===== config.mk =====
export PLATFORM = sky130hd
export DESIGN_NAME = ldo_i2c_target
export DESIGN_NICKNAME = d
export VERILOG_FILES = /design/src/hw/ldo_pkg.sv /design/src/hw/ldo_sync.sv /design/src/hw/ldo_i2c_target.sv
export SDC_FILE = /design/constraint.sdc
export NUM_CORES = 1
export LEC_CHECK = 0
export BUFFER_PORTS_ARGS = -buffer_cell sky130_fd_sc_hd__buf_2
export CORE_MARGIN = 8
export CORE_UTILIZATION = 55
export CTS_CLUSTER_SIZE = 25
export DETAILED_ROUTE_END_ITERATION = 8
export GPL_TIMING_DRIVEN = 0
export PLACE_DENSITY = 0.72
export SLEW_MARGIN = 40
export SYNTH_ARGS = -nofsm -noshare
export SYNTH_HDL_FRONTEND = slang
export SYNTH_SLANG_ARGS = --single-unit

===== constraint.sdc =====
create_clock -name clk_sys -period 2.1 [get_ports clk_sys]
set_input_delay 0.63 -clock clk_sys [delete_from_list [all_inputs] [get_ports clk_sys]]
set_output_delay 0.63 -clock clk_sys [all_outputs]
set_load 0.01 [all_outputs]

===== src/hw/ldo_pkg.sv =====
// package for the regulator mode target: map, encodings, reset values
// assumes one system clock; bus pins are synchronised in the target
package ldo_pkg;

	// ---------------------------------------------------------------
	// register map
	// ---------------------------------------------------------------
	localparam logic [10:0] ADDR_MODE = 11'h0f4;
	localparam int MODE_BIT = 0;
	localparam logic MODE_RESET = 1'b0;
	// block address bits this target answers to
	localparam logic [2:0] DEV_BLOCK = 3'h0;

	// ---------------------------------------------------------------
	// bus values
	// ---------------------------------------------------------------
	localparam logic [1:0] BUS_IDLE = 2'h3;
	localparam logic [2:0] BIT_LAST = 3'h7;
	localparam logic [2:0] BIT_FIRST = 3'h0;
	localparam logic [7:0] BYTE_ZERO = 8'h00;

	typedef enum logic [6:0] {
		ST_IDLE = 7'h01,
		ST_RECV = 7'h02,
		ST_ACKW = 7'h04,
		ST_ACK = 7'h08,
		ST_SEND = 7'h10,
		ST_MACKW = 7'h20,
		ST_MACK = 7'h40
	} ldo_state_t;

	typedef enum logic [1:0] {
		K_CTRL = 2'h0,
		K_WADDR = 2'h1,
		K_WDATA = 2'h2,
		K_DONE = 2'h3
	} ldo_kind_t;

endpackage : ldo_pkg


===== src/hw/ldo_sync.sv =====
// two flip-flop synchroniser for inputs from outside clk_sys
// assumes the reset value is the idle level of the inputs
`timescale 1ns/1ps
`default_nettype none
module ldo_sync #(
	parameter int WIDTH = 2,
	parameter logic [WIDTH-1:0] RST_VAL = '1
) (
	input wire logic clk_sys,
	input wire logic rstn,
	input wire logic [WIDTH-1:0] d,
	output logic [WIDTH-1:0] q
);
	logic [WIDTH-1:0] meta_reg;

	always_ff @(posedge clk_sys) begin
		if (!rstn) begin
			meta_reg <= RST_VAL;
			q <= RST_VAL;
		end else begin
			meta_reg <= d;
			q <= meta_reg;
		end
	end
endmodule : ldo_sync
`default_nettype wire


===== src/hw/ldo_i2c_target.sv =====
// i2c target holding the regulator mode select byte
// assumes scl/sda arrive asynchronously; sda is open drain outside
//
// Operation
// [RULE1] control byte starts with configurable code
// [RULE2] then block address bits and read/write
// [RULE3] acknowledge a control byte addressed here
// [RULE4] controller sends word address after control
// [RULE5] pointer is block bits plus word address
// [RULE6] byte write: ack address, ack data, stop
// [RULE7] write commits when data ack driven
// [RULE8] repeated start aborts write, keeps pointer
// [RULE9] read control byte acked, eight bits out
// [RULE10] bit zero at 0xf4 selects level
// [RULE11] mode set by write to 0xf4
// [RULE12] mode read by random read of 0xf4
// [RULE13] no acknowledge on code or address mismatch
// [RULE14] upper seven mode bits ignored, read zero
`timescale 1ns/1ps
`default_nettype none
module ldo_i2c_target (
	input wire logic clk_sys,
	input wire logic rstn,
	input wire logic [3:0] cfg_ctrl_code,
	input wire logic scl_in,
	input wire logic sda_in,
	output logic sda_out,
	output logic sda_oe_n,
	output logic mode_select_bit
);
	import ldo_pkg::*;

	// ---------------------------------------------------------------
	// pin synchronisation and bus conditions
	// ---------------------------------------------------------------
	logic scl_s, sda_s, scl_d, sda_d;
	logic scl_rise, scl_fall, start_det, stop_det;

	ldo_sync #(.WIDTH(2), .RST_VAL(BUS_IDLE)) u_sync (
		.clk_sys(clk_sys),
		.rstn(rstn),
		.d({scl_in, sda_in}),
		.q({scl_s, sda_s})
	);

	always_ff @(posedge clk_sys) begin
		if (!rstn) begin
			scl_d <= 1'b1;
			sda_d <= 1'b1;
		end else begin
			scl_d <= scl_s;
			sda_d <= sda_s;
		end
	end

	assign scl_rise = scl_s & ~scl_d;
	assign scl_fall = ~scl_s & scl_d;
	assign start_det = scl_s & scl_d & sda_d & ~sda_s;
	assign stop_det = scl_s & scl_d & ~sda_d & sda_s;

	// ---------------------------------------------------------------
	// register read view
	// ---------------------------------------------------------------
	function automatic logic [7:0] read_byte(input logic [10:0] addr);
		logic [7:0] b;
		b = BYTE_ZERO;
		// [RULE14] upper bits zero
		if (addr == ADDR_MODE) begin
			b[MODE_BIT] = mode_select_bit;
		end
		return b;
	endfunction : read_byte

	// ---------------------------------------------------------------
	// protocol engine
	// ---------------------------------------------------------------
	ldo_state_t st_reg, st_next;
	ldo_kind_t kind_reg, kind_next;
	logic [2:0] cnt_reg, cnt_next, tx_idx;
	logic [7:0] rx_reg, rx_next, tx_reg, tx_next;
	logic [10:0] ptr_reg, ptr_next;
	logic [2:0] blk_reg, blk_next;
	logic rd_reg, rd_next, mode_next, oe_n_next, addr_match;

	assign tx_idx = BIT_LAST - cnt_reg;
	// [RULE1] code compare
	assign addr_match = (rx_reg[7:4] == cfg_ctrl_code) &&
		(rx_reg[3:1] == DEV_BLOCK);

	always_comb begin
		st_next = st_reg;
		kind_next = kind_reg;
		cnt_next = cnt_reg;
		rx_next = rx_reg;
		tx_next = tx_reg;
		ptr_next = ptr_reg;
		blk_next = blk_reg;
		rd_next = rd_reg;
		mode_next = mode_select_bit;
		oe_n_next = sda_oe_n;
		if (stop_det) begin
			st_next = ST_IDLE;
			oe_n_next = 1'b1;
		end else if (start_det) begin
			// [RULE8] restart drops pending write
			st_next = ST_RECV;
			kind_next = K_CTRL;
			cnt_next = BIT_FIRST;
			oe_n_next = 1'b1;
		end else begin
			case (st_reg)
				ST_RECV: begin
					if (scl_rise) begin
						rx_next = {rx_reg[6:0], sda_s};
						if (cnt_reg == BIT_LAST) begin
							st_next = ST_ACKW;
							cnt_next = BIT_FIRST;
						end else begin
							cnt_next = cnt_reg + 3'h1;
						end
					end
				end
				ST_ACKW: begin
					if (scl_fall) begin
						case (kind_reg)
							K_CTRL: begin
								// [RULE3] ack when addressed
								// [RULE13] else stay released
								if (addr_match) begin
									oe_n_next = 1'b0;
									st_next = ST_ACK;
									// [RULE2] block bits and direction
									blk_next = rx_reg[3:1];
									rd_next = rx_reg[0];
								end else begin
									st_next = ST_IDLE;
								end
							end
							K_WADDR: begin
								// [RULE5] pointer load
								oe_n_next = 1'b0;
								st_next = ST_ACK;
								ptr_next = {blk_reg, rx_reg};
							end
							K_WDATA: begin
								// [RULE7] commit with ack
								// [RULE10] mode bit store
								oe_n_next = 1'b0;
								st_next = ST_ACK;
								if (ptr_reg == ADDR_MODE) begin
									mode_next = rx_reg[MODE_BIT];
								end
							end
							default: begin
								st_next = ST_IDLE;
							end
						endcase
					end
				end
				ST_ACK: begin
					if (scl_fall) begin
						oe_n_next = 1'b1;
						st_next = ST_RECV;
						cnt_next = BIT_FIRST;
						case (kind_reg)
							K_CTRL: begin
								if (rd_reg) begin
									// [RULE9] first read bit out
									st_next = ST_SEND;
									tx_next = read_byte(ptr_reg);
									oe_n_next = tx_next[7];
								end else begin
									kind_next = K_WADDR;
								end
							end
							K_WADDR: begin
								// [RULE6] expect one data byte
								kind_next = K_WDATA;
							end
							default: begin
								kind_next = K_DONE;
							end
						endcase
					end
				end
				ST_SEND: begin
					if (scl_fall) begin
						oe_n_next = tx_reg[tx_idx];
					end else if (scl_rise) begin
						if (cnt_reg == BIT_LAST) begin
							st_next = ST_MACKW;
						end else begin
							cnt_next = cnt_reg + 3'h1;
						end
					end
				end
				ST_MACKW: begin
					if (scl_fall) begin
						oe_n_next = 1'b1;
						st_next = ST_MACK;
					end
				end
				ST_MACK: begin
					if (scl_rise) begin
						if (!sda_s) begin
							ptr_next = ptr_reg + 11'h001;
							tx_next = read_byte(ptr_next);
							cnt_next = BIT_FIRST;
							st_next = ST_SEND;
						end else begin
							st_next = ST_IDLE;
						end
					end
				end
				default: begin
					st_next = ST_IDLE;
				end
			endcase
		end
	end

	always_ff @(posedge clk_sys) begin
		if (!rstn) begin
			st_reg <= ST_IDLE;
			kind_reg <= K_CTRL;
			cnt_reg <= BIT_FIRST;
			rx_reg <= BYTE_ZERO;
			tx_reg <= BYTE_ZERO;
			ptr_reg <= 11'h000;
			blk_reg <= DEV_BLOCK;
			rd_reg <= 1'b0;
			mode_select_bit <= MODE_RESET;
			sda_oe_n <= 1'b1;
			sda_out <= 1'b0;
		end else begin
			st_reg <= st_next;
			kind_reg <= kind_next;
			cnt_reg <= cnt_next;
			rx_reg <= rx_next;
			tx_reg <= tx_next;
			ptr_reg <= ptr_next;
			blk_reg <= blk_next;
			rd_reg <= rd_next;
			mode_select_bit <= mode_next;
			sda_oe_n <= oe_n_next;
			sda_out <= 1'b0;
		end
	end
endmodule : ldo_i2c_target
`default_nettype wire


Word-level counts from Yosys, hierarchy flattened
Cells that the tools add are included.
Word-level totals
  register bits after elaboration: 51
  input bits: 8
  output and inout port bits: 3
Cells by class
  add/subtract/negate cells: 3
  order comparisons: 1
  equal/unequal tests: 40
  muxes and demuxes: 55
  bitwise gates (word level): 14
  reduce and logical (&&, ||, !) cells: 22
Operator list (number)
  two-way mux 7 bit: 9
  two-way mux 11 bit: 4
  != test 3 bit, second input constant: 14
  one-hot mux 7 bit (6 select lines): 1
  two-way mux 8 bit: 5
  != test 2 bit, second input constant: 14
  two-way mux 3 bit: 9
  AND reduction 9 bit: 3
  == test 11 x 8 -> 1 bit, second input constant: 2
  one-hot mux 11 bit (2 select lines): 1
  one-hot mux 8 bit (2 select lines): 1
  two-way mux 5 bit: 3
  one-hot mux 7 bit (2 select lines): 1
  AND reduction 7 bit: 2
  one-hot mux 3 bit (4 select lines): 1
  AND reduction 6 bit: 2
  adder 11 x 1 -> 11 bit, second input constant: 1
  two-way mux 1 bit: 10
  two-way mux 2 bit: 5
  AND reduction 4 bit: 2
  AND reduction 8 bit: 1
  nonzero test 2 bit: 4
  AND 1 bit: 7
  == test 7 x 2 -> 1 bit, second input constant: 1
  other kinds (25): 32

Longest topological paths before layout
Gate-level depths: netlist (run 1).
  depth in word-level cells: 7
  depth in mapped cells: 8

Modules after synthesis
A second synthesis (run 1) with hierarchy kept.
Second synthesis, totals
  cell total of the unflattened synthesis: 331
  area total of the unflattened synthesis: 2753.9 µm²
By module, submodules not included
  ldo_i2c_target: instances 1, cells an instance 323, area an instance 2648.8 µm²
  ldo_sync: instances 1, cells an instance 8, area an instance 105.1 µm²

Worst setup path after synthesis (run 1)
Ideal clock, no wire load.
  path kind: register to register
  start: reg cnt_reg[0]
  end: reg cnt_reg[0]
  setup time: 72 ps
  arrival: 1841 ps
  required time: 2028 ps
  slack: 188 ps
  cell stages (with the launch flop): 8
  clock period less this slack: 1912 ps
  cells stage by stage: dfxtp_1 -> ha_1 -> ha_1 -> or3b_2 -> a21oi_1 -> o221ai_1 -> a31oi_2 -> mux2i_1
Between the ends
  cells in the longest elaborated chain, start to end: 6
  elaborated cells between the ends (all ways): 11
Ends and longest elaborated chain
  start: declaration: RTL line ldo_i2c_target.sv:79  | logic [2:0] cnt_reg, cnt_next, tx_idx;
  start signal: assignment: RTL line ldo_i2c_target.sv:238  | cnt_reg <= cnt_next;
  adder 3 x 1 -> 3 bit: RTL line ldo_i2c_target.sv:119, ldo_i2c_target.sv:193
  two-way mux 3 bit: RTL line ldo_i2c_target.sv:190  | if (cnt_reg == BIT_LAST) begin
  two-way mux 3 bit: RTL line ldo_i2c_target.sv:189  | end else if (scl_rise) begin
  two-way mux 3 bit: RTL line ldo_i2c_target.sv:187  | if (scl_fall) begin
  one-hot mux 3 bit (4 select lines): RTL line ldo_i2c_target.sv:111  | case (st_reg)
  two-way mux 3 bit: RTL line ldo_i2c_target.sv:104  | end else if (start_det) begin
Parallel ways exist; a longest one is shown, timed or not. The select of a mux whose other input is x is not followed.
A chain may end at the register's enable or synchronous reset.

Worst setup path after layout (run 1)
  start: reg st_reg[4]
  end: reg cnt_reg[2]
Between the ends
  cells in the longest elaborated chain, start to end: 3
  elaborated cells between the ends (all ways): 15
Ends and longest elaborated chain
  start: declaration: RTL line ldo_i2c_target.sv:77  | ldo_state_t st_reg, st_next;
  start signal: assignment: RTL line ldo_i2c_target.sv:236  | st_reg <= st_next;
  == test 7 bit, or another cell as far along: RTL line ldo_i2c_target.sv:111
  != test 3 bit (no line), or another cell as far along
  AND reduction 9 bit (no line) or two-way mux 3 bit (tied branches)
Parallel ways exist; a longest one is shown, timed or not.

==> tab_implementation.tex, run 1 <==
\begin{tabular}{lr}
\hline
Metric & Value \\
\hline
\multicolumn{2}{l}{\textbf{Run status}} \\
\quad Outcome & finished clean \\
\multicolumn{2}{l}{\textbf{CTS}} \\
\quad Number of buffers between clock root and the deepest sink & 2 \\
\quad \# hold bufs at CTS & 0 \\
\quad Skew-Pair Late Insertion Delay & 310 ps \\
\quad Count of H-tree levels built during CTS & 2 \\
\quad Number of buffers added by the clock tree synthesis step & 5 \\
\quad Clock edge transition at the registers on the reported setup and hold paths & 90 ps \\
\quad Cell chosen for the clock root & sky130\_fd\_sc\_hd\_\_clkbuf\_8 \\
\quad TritonCTS clock tree & done \\
\quad CTS sink count & 44 \\
\multicolumn{2}{l}{\textbf{Worst setup path}} \\
\quad Required time at the worst-slack endpoint & 2340 ps \\
\quad Largest fanout of any net on the critical path & 8 \\
\quad Endpoint of the worst setup timing path & cnt\_reg[2]\$\_SDFFE\_PN0P\_ \\
\quad Launching element of the worst setup path & st\_reg[4]\$\_SDFFE\_PP0P\_ \\
\quad Critical Path AT & 2260 ps \\
\quad Crit Path Category & flop to flop \\
\quad Capturing element type of the critical path & flop \\
\quad Cell count of the worst reg-to-reg path & 8 \\
\quad Flop-to-flop setup slack & 80 ps \\
\quad Terminus of the critical flop-to-flop path & cnt\_reg[2]\$\_SDFFE\_PN0P\_ \\
\quad Critical Path Source Type & flop \\
\quad Launching point of the worst reg2reg path & st\_reg[4]\$\_SDFFE\_PP0P\_ \\
\multicolumn{2}{l}{\textbf{Yosys}} \\
\quad Cell count after synthesis & 311 \\
\quad Ys flop type & sky130\_fd\_sc\_hd\_\_dfxtp\_1 \\
\quad Asr flop ratio synth & 0 \\
\quad Average cell area after synthesis & 8.36 um\^{}2 \\
\quad Mapped Nets & 330 \\
\quad Number of synthesized flops with an enable pin & 0 \\
\quad Synth Cell Area & 0.00260 mm\^{}2 \\
\quad Biggest area consumer among synthesized cells & sky130\_fd\_sc\_hd\_\_dfxtp\_1 \\
\quad Synth top area share & 0.339 \\
\quad Share of synthesized area occupied by flip-flops and latches & 0.339 \\
\quad Number of distinct library cell variants in the gate-level netlist after synthesis & 63 \\
\quad Biggest area contributors in the synthesized netlist & sky130\_fd\_sc\_hd\_\_dfxtp\_1, sky130\_fd\_sc\_hd\_\_nand2\_1, sky130\_fd\_sc\_hd\_\_mux2i\_1, sky130\_fd\_sc\_hd\_\_ha\_1, sky130\_fd\_sc\_hd\_\_nor2\_1 \\
\quad Yosys warning count & 0 \\
\quad Number of register bits inferred by synthesis & 44 \\
\multicolumn{2}{l}{\textbf{Routing}} \\
\quad Number of antenna-violating nets in the routed design & 0 \\
\quad Vias after detailed routing & 2,268 \\
\quad DRC violations left & 0 \\
\quad Vias per cell & 5.91 \\
\quad Initial DRT Pass Iterations & 5 \\
\quad Wire length per cell after detailed routing & 16.0 um \\
\quad Post-Route WL & 6.14 mm \\
\quad Number of design-rule violations left by the first detailed-router iteration & 255 \\
\multicolumn{2}{l}{\textbf{Timing}} \\
\quad Relative max-transition margin & 0.605 \\
\quad Final-layout worst hold slack & 415 ps \\
\quad Crit path time final & 2020 ps \\
\quad Final Hold Fails & 0 \\
\quad Number of pins with negative max-slew slack in the final report & 0 \\
\quad Fmax & 496 MHz \\
\quad Tightest Pin Transition & 588 ps \\
\quad Final Setup Violations & 0 \\
\quad Setup tns final & 0 ps \\
\quad Portion of the clock cycle consumed by the worst path in the final layout & 0.961 \\
\quad Worst clock skew on the final layout & 8.13 ps \\
\multicolumn{2}{l}{\textbf{Power}} \\
\quad Peak supply drop & 402 uV \\
\quad Leakage power & 0.00106 uW \\
\quad Pwr/cell area & 530 mW/mm\^{}2 \\
\multicolumn{2}{l}{\textbf{Cells and area}} \\
\quad Non-filler instance count after layout & 384 \\
\quad Antenna Cells & 0 \\
\quad Area used by multi-input combinational logic & 0.00171 mm\^{}2 \\
\quad P\&R area growth vs syn & 15.2\% \\
\quad Filler Cells Inserted & 394 \\
\quad Post-route core utilization & 0.647 \\
\quad Fraction of layout cells with a size suffix above 1 & 0.191 \\
\quad Max reg flops & 11 \\
\quad Final Cell Area & 0.00300 mm\^{}2 \\
\quad Final-stage net count & 348 \\
\quad Total area of sequential cells & 885 um\^{}2 \\
\multicolumn{2}{l}{\textbf{Place}} \\
\quad Cell total after placement & 373 \\
\quad RD Place Congestion & 0.912 \\
\quad Port Buffer Count & 8 \\
\quad Instance area after placement & 0.00271 mm\^{}2 \\
\quad Half-perimeter wire length after detailed placement & 4.26 mm \\
\multicolumn{2}{l}{\textbf{GRT}} \\
\quad Initial antenna violation count & 0 \\
\quad Pin count of the biggest net entering global routing & 15 \\
\quad Global-route total usage across every layer & 0.173 \\
\quad Wire length of the first global-routing pass & 10.1 mm \\
\quad Vias in the first global route & 2,053 \\
\quad Remaining Overflow, GRT & 0 \\
\multicolumn{2}{l}{\textbf{Job}} \\
\quad Max-cap violation count & 0 \\
\multicolumn{2}{l}{\textbf{Floorplanning}} \\
\quad Die boundary height & 84.8 um \\
\quad Placeable core region & 0.00463 mm\^{}2 \\
\quad Num ports & 11 \\
\quad Total Die Area & 0.00718 mm\^{}2 \\
\quad Horizontal die dimension & 84.8 um \\
\quad Initial Utilization & 0.562 \\
\quad Placement row count & 25 \\
\multicolumn{2}{l}{\textbf{Worst hold path}} \\
\quad Kind of path behind the tightest hold check & flop to flop \\
\hline
\end{tabular}
==> per-layer routing <==
layer	track usage	up-vias	routed length, um
met5	0	-	0
met4	0.0502	0	80
met3	0.0361	7	314
met2	0.261	68	2810
met1	0.239	1064	2930
li1	-	1129	-
==> cell type report <==
class | count | share of cell area
plain buffers | 14 | 0.0376
clock buffers | 5 | 0.0230
clock inverters | 3 | 0.0142
inverters | 8 | 0.0100
multi-input cells | 243 | 0.571
flip-flops and latches | 44 | 0.295
well taps | 54 | 0.0226
repair buffers | 13 | 0.0259
==> worst max-delay path: stages (launching register included) <==
cell and delay [ps]:
sky130_fd_sc_hd__dfxtp_1 580, sky130_fd_sc_hd__nor3_4 110, sky130_fd_sc_hd__and2_4 180, sky130_fd_sc_hd__buf_8 120, sky130_fd_sc_hd__buf_4 160, sky130_fd_sc_hd__o21ai_0 210
sky130_fd_sc_hd__o221ai_2 150, sky130_fd_sc_hd__a31oi_4 240, sky130_fd_sc_hd__mux2i_1 210
==> cell families (layout without fill, tap and decap cells) <==
group / count (synthesis) / in the layout / share of synthesized area
adder cells (fa/ha/maj): 11 / 11 / 0.0529
AND/OR/NAND/NOR: 146 / 146 / 0.303
other: 1 / 1 / 0.00144
buffers and inverters: 24 / 43 / 0.0467
multiplexers: 15 / 15 / 0.0577
flip-flops: 44 / 44 / 0.339
XOR/XNOR: 12 / 12 / 0.0404
AO/OA/AOI/OAI: 58 / 58 / 0.159
==> power by group <==
group          internal, uW  switching (uW)
Combinational          25.2            42.9
Sequential              840            8.15
Clock                   352             319
Total                  1220             370
==> cell usage in the layout, fill, tap and decap left out, types with 3 or more instances in the layout <==
cell type and n:
sky130_fd_sc_hd__nand2_1 41, sky130_fd_sc_hd__o21ai_1 4, sky130_fd_sc_hd__nor3b_1 3, sky130_fd_sc_hd__buf_6 4, sky130_fd_sc_hd__a21oi_1 11, sky130_fd_sc_hd__buf_2 8, sky130_fd_sc_hd__inv_1 8, sky130_fd_sc_hd__nor3_1 5
sky130_fd_sc_hd__xor2_1 7, sky130_fd_sc_hd__nand4_1 6, sky130_fd_sc_hd__nor2b_1 3, sky130_fd_sc_hd__ha_1 8, sky130_fd_sc_hd__clkbuf_8 5, sky130_fd_sc_hd__buf_4 7, sky130_fd_sc_hd__nor4b_4 3, sky130_fd_sc_hd__ha_2 3
sky130_fd_sc_hd__xnor2_1 5, sky130_fd_sc_hd__nand2b_1 12, sky130_fd_sc_hd__dfxtp_2 3, sky130_fd_sc_hd__a22oi_1 5, sky130_fd_sc_hd__nand3_1 8, sky130_fd_sc_hd__and2_1 4, sky130_fd_sc_hd__o21ai_0 10, sky130_fd_sc_hd__nor2_2 3
sky130_fd_sc_hd__nor2_1 34, sky130_fd_sc_hd__dfxtp_1 41, sky130_fd_sc_hd__or2_2 3, sky130_fd_sc_hd__nand3_2 3, sky130_fd_sc_hd__clkbuf_1 6, sky130_fd_sc_hd__mux2i_1 15
==> per-stage QoR <==
step	total power, uW	setup WS (ps)
final	1590	82.9
after global routing	1630	-17.3
after CTS	1590	0.687
after detailed placement	930	-156
after global placement	929	-151
after floorplan	910	188
==> worst min path at each step <==
| stage | startpoint | end | slack, ps | depth (start not counted) |
|---|---|---|---|---|
| 6_report | u_sync.meta_reg[0]$_SDFF_PN1_ | u_sync.q[0]$_SDFF_PN1_ | 420 | 1 |
| 5_1_grt | u_sync.meta_reg[0]$_SDFF_PN1_ | u_sync.q[0]$_SDFF_PN1_ | 430 | 1 |
| 4_1_cts | u_sync.meta_reg[0]$_SDFF_PN1_ | u_sync.q[0]$_SDFF_PN1_ | 420 | 1 |
| 2_1_floorplan | u_sync.meta_reg[0]$_SDFF_PN1_ | u_sync.q[0]$_SDFF_PN1_ | 390 | 1 |
| 3_3_place_gp | u_sync.meta_reg[1]$_SDFF_PN1_ | u_sync.q[1]$_SDFF_PN1_ | 390 | 1 |
| 3_5_place_dp | u_sync.meta_reg[0]$_SDFF_PN1_ | u_sync.q[0]$_SDFF_PN1_ | 400 | 1 |
==> cell usage after synthesis (all sizes together), types with 5 or more instances <==
cell type	n
dfxtp	44
xor2	7
buf	8
nand2b	12
xnor2	5
mux2i	15
nand4	6
o21ai	15
nand3	11
a21oi	12
nor2	37
a22oi	5
clkbuf	8
nand2	41
ha	11
nor3	7
and2	5
inv	8
==> what timing repair did <==
action | CTS | global route
setup endpoints to repair | 20 | 35
pin swaps | 1 | 8
gates resized for setup | 6 | 28
buffers inserted | 2 | 3
Power figures use the tool's default switching activity.
==> run 2: changes to the inputs <==
--- a/config.mk
+++ b/config.mk
@@ -12,6 +12,7 @@
 export DETAILED_ROUTE_END_ITERATION = 8
 export GPL_TIMING_DRIVEN = 0
 export PLACE_DENSITY = 0.72
+export SETUP_SLACK_MARGIN = 0.5
 export SLEW_MARGIN = 40
 export SYNTH_ARGS = -nofsm -noshare
 export SYNTH_HDL_FRONTEND = slang
==> tab_implementation.tex, run 2 (synthesis gave the netlist of run 1 again) <==
\begin{tabular}{lr}
\hline
Metric & Value \\
\hline
\multicolumn{2}{l}{\textbf{Worst setup path}} \\
\quad Largest fanout of any net on the critical path & 7 (-1) \\
\quad Flop-to-flop setup slack & 40 ps (-40 ps) \\
\quad Worst path max stage delay & 330 ps (-250 ps) \\
\quad Cell at the slowest stage of the critical path & sky130\_fd\_sc\_hd\_\_nor4b\_4 \\
\quad Bufs and invs on worst path & 3 (+1) \\
\quad Required time at the worst-slack endpoint & 2300 ps (-40 ps) \\
\quad Critical path, cell by cell & buf\_6, nor4b\_4, buf\_4, and2\_4, buf\_8, nor2\_2, a222oi\_1, nor3b\_1, or2\_1 \\
\quad Critical Path Source Type & flop \\
\quad Crit Path Category & flop to flop \\
\quad Capturing element type of the critical path & flop \\
\quad Critical Path AT & 2250 ps (about the same) \\
\quad Delay-heaviest family, CP & simple AND/OR/NAND/NOR gates \\
\multicolumn{2}{l}{\textbf{Worst hold path}} \\
\quad Kind of path behind the tightest hold check & flop to flop \\
\multicolumn{2}{l}{\textbf{Cells and area}} \\
\quad Non-filler instance count after layout & 412 (+7.3\%) \\
\quad Post-route core utilization & 0.734 (+0.0870) \\
\quad P\&R area growth vs syn & 30.7\% \\
\quad Commonest cells after routing, fill and taps aside & sky130\_fd\_sc\_hd\_\_nand2\_1, sky130\_fd\_sc\_hd\_\_nor2\_1, sky130\_fd\_sc\_hd\_\_dfxtp\_1 \\
\quad Filler Cells Inserted & 348 (-12\%) \\
\quad Fraction of layout cells with a size suffix above 1 & 0.327 (+0.136) \\
\quad Leading cell type in the layout, fill and taps excluded & sky130\_fd\_sc\_hd\_\_nand2\_1 \\
\quad Max reg flops & 11 (unchanged) \\
\quad Antenna Cells & 0 (unchanged) \\
\quad Final-stage net count & 376 (+8.0\%) \\
\multicolumn{2}{l}{\textbf{Place}} \\
\quad Cell total after placement & 373 (unchanged) \\
\quad Port Buffer Count & 8 (unchanged) \\
\quad RD Place Congestion & 0.883 (-3.1\%) \\
\quad Worst setup slack before clock tree synthesis & -31.5 ps (+125 ps) \\
\quad Half-perimeter wire length after detailed placement & 4.36 mm (+2.3\%) \\
\multicolumn{2}{l}{\textbf{Routing}} \\
\quad Wire length per cell after detailed routing & 16.7 um (+4.2\%) \\
\quad Number of design-rule violations left by the first detailed-router iteration & 180 (-29\%) \\
\quad Number of antenna-violating nets in the routed design & 0 (unchanged) \\
\quad Vias per cell & 6.09 (+3.1\%) \\
\quad DRC violations left & 0 (unchanged) \\
\quad Post-Route WL & 6.86 mm (+12\%) \\
\quad Vias after detailed routing & 2,508 (+11\%) \\
\quad Initial DRT Pass Iterations & 6 (+1) \\
\multicolumn{2}{l}{\textbf{Timing}} \\
\quad Setup repair after global routing missed its margin & yes \\
\quad Worst clock skew on the final layout & 11.9 ps (+3.75 ps) \\
\quad Final Setup Violations & 0 (unchanged) \\
\quad Tightest Pin Transition & 598 ps (+9.29 ps) \\
\quad Final Hold Fails & 0 (unchanged) \\
\quad Setup tns final & 0 ps (unchanged) \\
\quad Portion of the clock cycle consumed by the worst path in the final layout & 0.981 (+0.0203) \\
\quad Crit path time final & 2060 ps (+42.6 ps) \\
\quad Final Worst Setup Slack & 40.3 ps (-42.6 ps) \\
\quad Relative max-transition margin & 0.599 (-0.00623) \\
\quad Number of pins with negative max-slew slack in the final report & 0 (unchanged) \\
\quad Fmax & 486 MHz (-2.1\%) \\
\multicolumn{2}{l}{\textbf{CTS}} \\
\quad Number of buffers added by the clock tree synthesis step & 5 (unchanged) \\
\quad Count of H-tree levels built during CTS & 2 (unchanged) \\
\quad \# hold bufs at CTS & 0 (unchanged) \\
\quad Number of buffers between clock root and the deepest sink & 2 (unchanged) \\
\quad TritonCTS clock tree & done \\
\quad CTS sink count & 44 (unchanged) \\
\quad Cell chosen for the clock root & sky130\_fd\_sc\_hd\_\_clkbuf\_8 \\
\quad Clock edge transition at the registers on the reported setup and hold paths & 90 ps (about the same) \\
\quad Skew-Pair Late Insertion Delay & 310 ps (about the same) \\
\multicolumn{2}{l}{\textbf{Floorplanning}} \\
\quad Placement row count & 25 (unchanged) \\
\quad Placeable core region & 0.00463 mm\^{}2 (unchanged) \\
\quad Die boundary height & 84.8 um (unchanged) \\
\quad Initial Utilization & 0.562 (unchanged) \\
\quad Num ports & 11 (unchanged) \\
\quad Horizontal die dimension & 84.8 um (unchanged) \\
\quad Total Die Area & 0.00718 mm\^{}2 (unchanged) \\
\multicolumn{2}{l}{\textbf{Power}} \\
\quad Clock network fraction of total power & 0.413 (-0.010) \\
\quad Net load switching power & 354 uW (-4.3\%) \\
\quad Post-layout power & 1580 uW (-0.74\%) \\
\quad Power share of the combinational group & 0.048 (+0.005) \\
\quad Pwr/cell area & 464 mW/mm\^{}2 (-13\%) \\
\quad Design internal power & 1220 uW (+0.35\%) \\
\quad Peak supply drop & 340 uV (-15\%) \\
\quad Share of total power consumed by net switching & 0.225 (-0.00840) \\
\quad Sequential fraction of design power & 0.538 (+0.004) \\
\quad Leakage power & 0.00124 uW (+17\%) \\
\multicolumn{2}{l}{\textbf{Job}} \\
\quad Max-cap violation count & 0 (unchanged) \\
\multicolumn{2}{l}{\textbf{GRT}} \\
\quad Global-route total usage across every layer & 0.187 (+0.0141) \\
\quad Vias in the first global route & 2,302 (+12\%) \\
\quad Initial antenna violation count & 0 (unchanged) \\
\quad Wire length of the first global-routing pass & 11.0 mm (+8.3\%) \\
\quad Remaining Overflow, GRT & 0 (unchanged) \\
\quad Pin count of the biggest net entering global routing & 15 (unchanged) \\
\multicolumn{2}{l}{\textbf{Run status}} \\
\quad Outcome & finished clean \\
\hline
\end{tabular}
## run 2: cell types whose count changed in the layout (fill, tap and decap cells not counted), sizes merged
cell	delta
buf	+29
clkbuf	-1
## run 2: stage by stage
stage,hold WS (ps),cell area (um^2)
after global placement,388,2770
after CTS,413,3180
after global routing,443,3400
final,404,3400
after floorplan,386,2660
after detailed placement,395,2770
## run 2: timing repair
| item | in CTS | in global routing |
|---|---|---|
| gates resized for setup | 44 | 33 |
| pin swaps | 21 | 20 |
| endpoints found under the setup margin | 38 | 38 |
| cloned | 1 | 1 |
| buffers inserted | 16 | 13 |
## run 2: power by group through the flow
stage	clock network [uW]	registers, uW	logic (uW)
6_report	651	848	76.2
5_1_grt	707	850	84.1
4_1_cts	669	848	67.5
3_5_place_dp	0	868	64.0
3_3_place_gp	0	868	63.0
2_1_floorplan	0	867	45.2
## run 2: metal layers
layer / global-route usage / share of wire
met1: 0.208 / 0.41
met2: 0.324 / 0.49
met3: 0.0400 / 0.058
met4: 0.102 / 0.038
met5: 0 / 0
## run 2: final cells by class
type                    instances  area, um^2  share of cell area
well taps                      54        67.6              0.0199
clock buffers                   5        68.8              0.0203
multi-input cells             243        1820               0.536
clock inverters                 3        42.5              0.0125
repair buffers                 39         325              0.0957
plain buffers                  16         144              0.0423
flip-flops and latches         44         900               0.265
inverters                       8        30.0             0.00884
## run 2: path summary, 6_finish.rpt
path,startpoint,depth (start not counted),to
min,u_sync.meta_reg[1]$_SDFF_PN1_,1,u_sync.q[1]$_SDFF_PN1_
max,st_reg[5]$_SDFFE_PP0P_,9,st_reg[0]$_SDFFE_PP1P_
max reg2reg,st_reg[5]$_SDFFE_PP0P_,9,st_reg[0]$_SDFFE_PP1P_
min reg2reg,u_sync.meta_reg[1]$_SDFF_PN1_,1,u_sync.q[1]$_SDFF_PN1_
==> run 3: changes to the inputs <==
==> constraint.sdc (replaced) <==
create_clock -name clk_sys -period 2.27 [get_ports clk_sys]
set_input_delay 0.681 -clock clk_sys [delete_from_list [all_inputs] [get_ports clk_sys]]
set_output_delay 0.681 -clock clk_sys [all_outputs]
set_load 0.01 [all_outputs]
==> tab_implementation.tex, run 3 (synthesis gave the netlist of run 1 again) <==
\begin{tabular}{lr}
\hline
Metric & Value \\
\hline
\multicolumn{2}{l}{\textbf{Worst setup path}} \\
\quad Critical Path Source Type & flop \\
\quad Crit Path Category & flop to flop \\
\quad Critical Path AT & 2150 ps (-100 ps) \\
\quad Endpoint of the worst setup timing path & st\_reg[0]\$\_SDFFE\_PP1P\_ \\
\quad Largest fanout of any net on the critical path & 4 (-3) \\
\quad Launching element of the worst setup path & st\_reg[6]\$\_SDFFE\_PP0P\_ \\
\quad Launching point of the worst reg2reg path & st\_reg[6]\$\_SDFFE\_PP0P\_ \\
\quad Required time at the worst-slack endpoint & 2470 ps (+170 ps) \\
\quad Cell count of the worst reg-to-reg path & 8 (-1) \\
\quad Terminus of the critical flop-to-flop path & st\_reg[0]\$\_SDFFE\_PP1P\_ \\
\quad Flop-to-flop setup slack & 310 ps (+270 ps) \\
\quad Capturing element type of the critical path & flop \\
\multicolumn{2}{l}{\textbf{Routing}} \\
\quad Vias after detailed routing & 2,465 (-1.7\%) \\
\quad Vias per cell & 6.09 (about the same) \\
\quad Post-Route WL & 6.97 mm (+1.6\%) \\
\quad DRC violations left & 0 (unchanged) \\
\quad Number of antenna-violating nets in the routed design & 0 (unchanged) \\
\quad Wire length per cell after detailed routing & 17.2 um (+3.4\%) \\
\quad Initial DRT Pass Iterations & 5 (-1) \\
\quad Number of design-rule violations left by the first detailed-router iteration & 177 (-1.7\%) \\
\multicolumn{2}{l}{\textbf{CTS}} \\
\quad CTS sink count & 44 (unchanged) \\
\quad Skew-Pair Late Insertion Delay & 310 ps (about the same) \\
\quad Number of buffers between clock root and the deepest sink & 2 (unchanged) \\
\quad TritonCTS clock tree & done \\
\quad Count of H-tree levels built during CTS & 2 (unchanged) \\
\quad Number of buffers added by the clock tree synthesis step & 5 (unchanged) \\
\quad \# hold bufs at CTS & 0 (unchanged) \\
\quad Cell chosen for the clock root & sky130\_fd\_sc\_hd\_\_clkbuf\_8 \\
\quad Clock edge transition at the registers on the reported setup and hold paths & 90 ps (about the same) \\
\multicolumn{2}{l}{\textbf{Power}} \\
\quad Pwr/cell area & 407 mW/mm\^{}2 (-12\%) \\
\quad Share of total power consumed by net switching & 0.256 (+0.0312) \\
\quad Peak supply drop & 279 uV (-18\%) \\
\quad Design internal power & 1020 uW (-16\%) \\
\quad Leakage power & 0.00120 uW (-3.7\%) \\
\quad Clock network fraction of total power & 0.378 (-0.035) \\
\quad Sequential fraction of design power & 0.572 (+0.034) \\
\quad Post-layout power & 1370 uW (-13\%) \\
\quad Net load switching power & 351 uW (-0.81\%) \\
\quad Power share of the combinational group & 0.050 (+0.002) \\
\multicolumn{2}{l}{\textbf{Place}} \\
\quad Instance area after placement & 0.00276 mm\^{}2 (-0.32\%) \\
\quad Port Buffer Count & 8 (unchanged) \\
\quad Half-perimeter wire length after detailed placement & 4.34 mm (-0.41\%) \\
\quad Cell total after placement & 373 (unchanged) \\
\quad RD Place Congestion & 0.868 (-1.8\%) \\
\quad Worst setup slack before clock tree synthesis & 132 ps (+163 ps) \\
\multicolumn{2}{l}{\textbf{Cells and area}} \\
\quad Final-stage net count & 369 (-1.9\%) \\
\quad Final Cell Area & 0.00337 mm\^{}2 (-0.88\%) \\
\quad Leading cell type in the layout, fill and taps excluded & sky130\_fd\_sc\_hd\_\_nand2\_1 \\
\quad Non-filler instance count after layout & 405 (-1.7\%) \\
\quad P\&R area growth vs syn & 29.5\% \\
\quad Max reg flops & 11 (unchanged) \\
\quad Fraction of layout cells with a size suffix above 1 & 0.330 (+0.00367) \\
\quad Antenna Cells & 0 (unchanged) \\
\quad Commonest cells after routing, fill and taps aside & sky130\_fd\_sc\_hd\_\_nand2\_1, sky130\_fd\_sc\_hd\_\_nor2\_1, sky130\_fd\_sc\_hd\_\_dfxtp\_1 \\
\multicolumn{2}{l}{\textbf{Floorplanning}} \\
\quad Placeable core region & 0.00463 mm\^{}2 (unchanged) \\
\quad Num ports & 11 (unchanged) \\
\quad Placement row count & 25 (unchanged) \\
\quad Horizontal die dimension & 84.8 um (unchanged) \\
\quad Total Die Area & 0.00718 mm\^{}2 (unchanged) \\
\quad Initial Utilization & 0.562 (unchanged) \\
\quad Die boundary height & 84.8 um (unchanged) \\
\multicolumn{2}{l}{\textbf{GRT}} \\
\quad Remaining Overflow, GRT & 0 (unchanged) \\
\quad Initial antenna violation count & 0 (unchanged) \\
\quad Pin count of the biggest net entering global routing & 16 (+1) \\
\quad Vias in the first global route & 2,248 (-2.3\%) \\
\quad Wire length of the first global-routing pass & 10.7 mm (-2.7\%) \\
\quad Global-route total usage across every layer & 0.182 (-0.00455) \\
\multicolumn{2}{l}{\textbf{Timing}} \\
\quad Number of pins with negative max-slew slack in the final report & 0 (unchanged) \\
\quad Final Hold Fails & 0 (unchanged) \\
\quad Fmax & 511 MHz (+5.3\%) \\
\quad Final Setup Violations & 0 (unchanged) \\
\quad Portion of the clock cycle consumed by the worst path in the final layout & 0.862 (-0.119) \\
\quad Tightest Pin Transition & 839 ps (+241 ps) \\
\quad Setup repair after global routing missed its margin & yes \\
\quad Crit path time final & 1960 ps (-103 ps) \\
\quad Final Worst Setup Slack & 313 ps (+273 ps) \\
\quad Relative max-transition margin & 0.435 (-0.164) \\
\quad Setup tns final & 0 ps (unchanged) \\
\quad Worst clock skew on the final layout & 8.64 ps (-3.24 ps) \\
\multicolumn{2}{l}{\textbf{Run status}} \\
\quad Outcome & finished clean \\
\multicolumn{2}{l}{\textbf{Worst hold path}} \\
\quad Kind of path behind the tightest hold check & flop to flop \\
\multicolumn{2}{l}{\textbf{Job}} \\
\quad Max-cap violation count & 0 (unchanged) \\
\hline
\end{tabular}
-- run 3: cell count changes in the layout (fill, tap and decap cells not counted), moves of 3 or more --
cell                      delta
sky130_fd_sc_hd__dfxtp_1     +3
sky130_fd_sc_hd__dfxtp_2     -3
sky130_fd_sc_hd__buf_4       -6
sky130_fd_sc_hd__a21oi_1     -3
sky130_fd_sc_hd__nand2_2     +3
-- run 3: what timing repair did --
action,in CTS,in global routing
pin swaps,22,25
resized for setup,40,40
cloned,1,1
setup endpoints to repair,38,30
setup buffers,13,9
-- run 3: worst min path at each step --
stage,from,end,cells past startpoint
2_1_floorplan,u_sync.meta_reg[0]$_SDFF_PN1_,u_sync.q[0]$_SDFF_PN1_,1
3_3_place_gp,u_sync.meta_reg[1]$_SDFF_PN1_,u_sync.q[1]$_SDFF_PN1_,1
3_5_place_dp,u_sync.meta_reg[1]$_SDFF_PN1_,u_sync.q[1]$_SDFF_PN1_,1
4_1_cts,u_sync.meta_reg[1]$_SDFF_PN1_,u_sync.q[1]$_SDFF_PN1_,1
5_1_grt,u_sync.meta_reg[0]$_SDFF_PN1_,u_sync.q[0]$_SDFF_PN1_,1
6_report,u_sync.meta_reg[1]$_SDFF_PN1_,u_sync.q[1]$_SDFF_PN1_,1
-- run 3: power groups by stage --
stage / clock network (uW) / logic, uW / registers (uW)
CTS: 526 / 65.3 / 785
global route: 561 / 75.6 / 786
floorplan: 0 / 41.6 / 802
global placement: 0 / 57.8 / 803
detailed placement: 0 / 58.3 / 804
finish: 519 / 68.9 / 785
-- run 3: per-stage QoR --
step	hold slack [ps]	utilization
finish	417	0.728
global route	431	0.728
CTS	422	0.675
detailed placement	400	0.597
global placement	391	0.597
floorplan	386	-
-- run 3: metal layers --
metal	routed length [um]	vias to the layer above	GRT usage
met5	0	-	0
met4	258	0	0.0744
met3	431	21	0.0341
met2	3160	100	0.289
met1	3120	1170	0.236
li1	-	1174	-
-- run 3: cell type report --
type | instances | area, um^2
plain buffers | 16 | 131
inverters | 8 | 30.0
clock buffers | 5 | 68.8
fillers | 339 | 1260
multi-input cells | 243 | 1890
repair buffers | 32 | 265
flip-flops and latches | 44 | 896
clock inverters | 3 | 21.3
well taps | 54 | 67.6
-- run 3: worst max-delay path, stage by stage (launching register included) --
cell and delay (ps):
sky130_fd_sc_hd__dfxtp_2 330, sky130_fd_sc_hd__buf_6 120, sky130_fd_sc_hd__nor4b_4 380, sky130_fd_sc_hd__buf_4 190, sky130_fd_sc_hd__buf_6 90, sky130_fd_sc_hd__o21ai_2 50
sky130_fd_sc_hd__a222oi_1 350, sky130_fd_sc_hd__nor3b_1 120, sky130_fd_sc_hd__or2_1 220
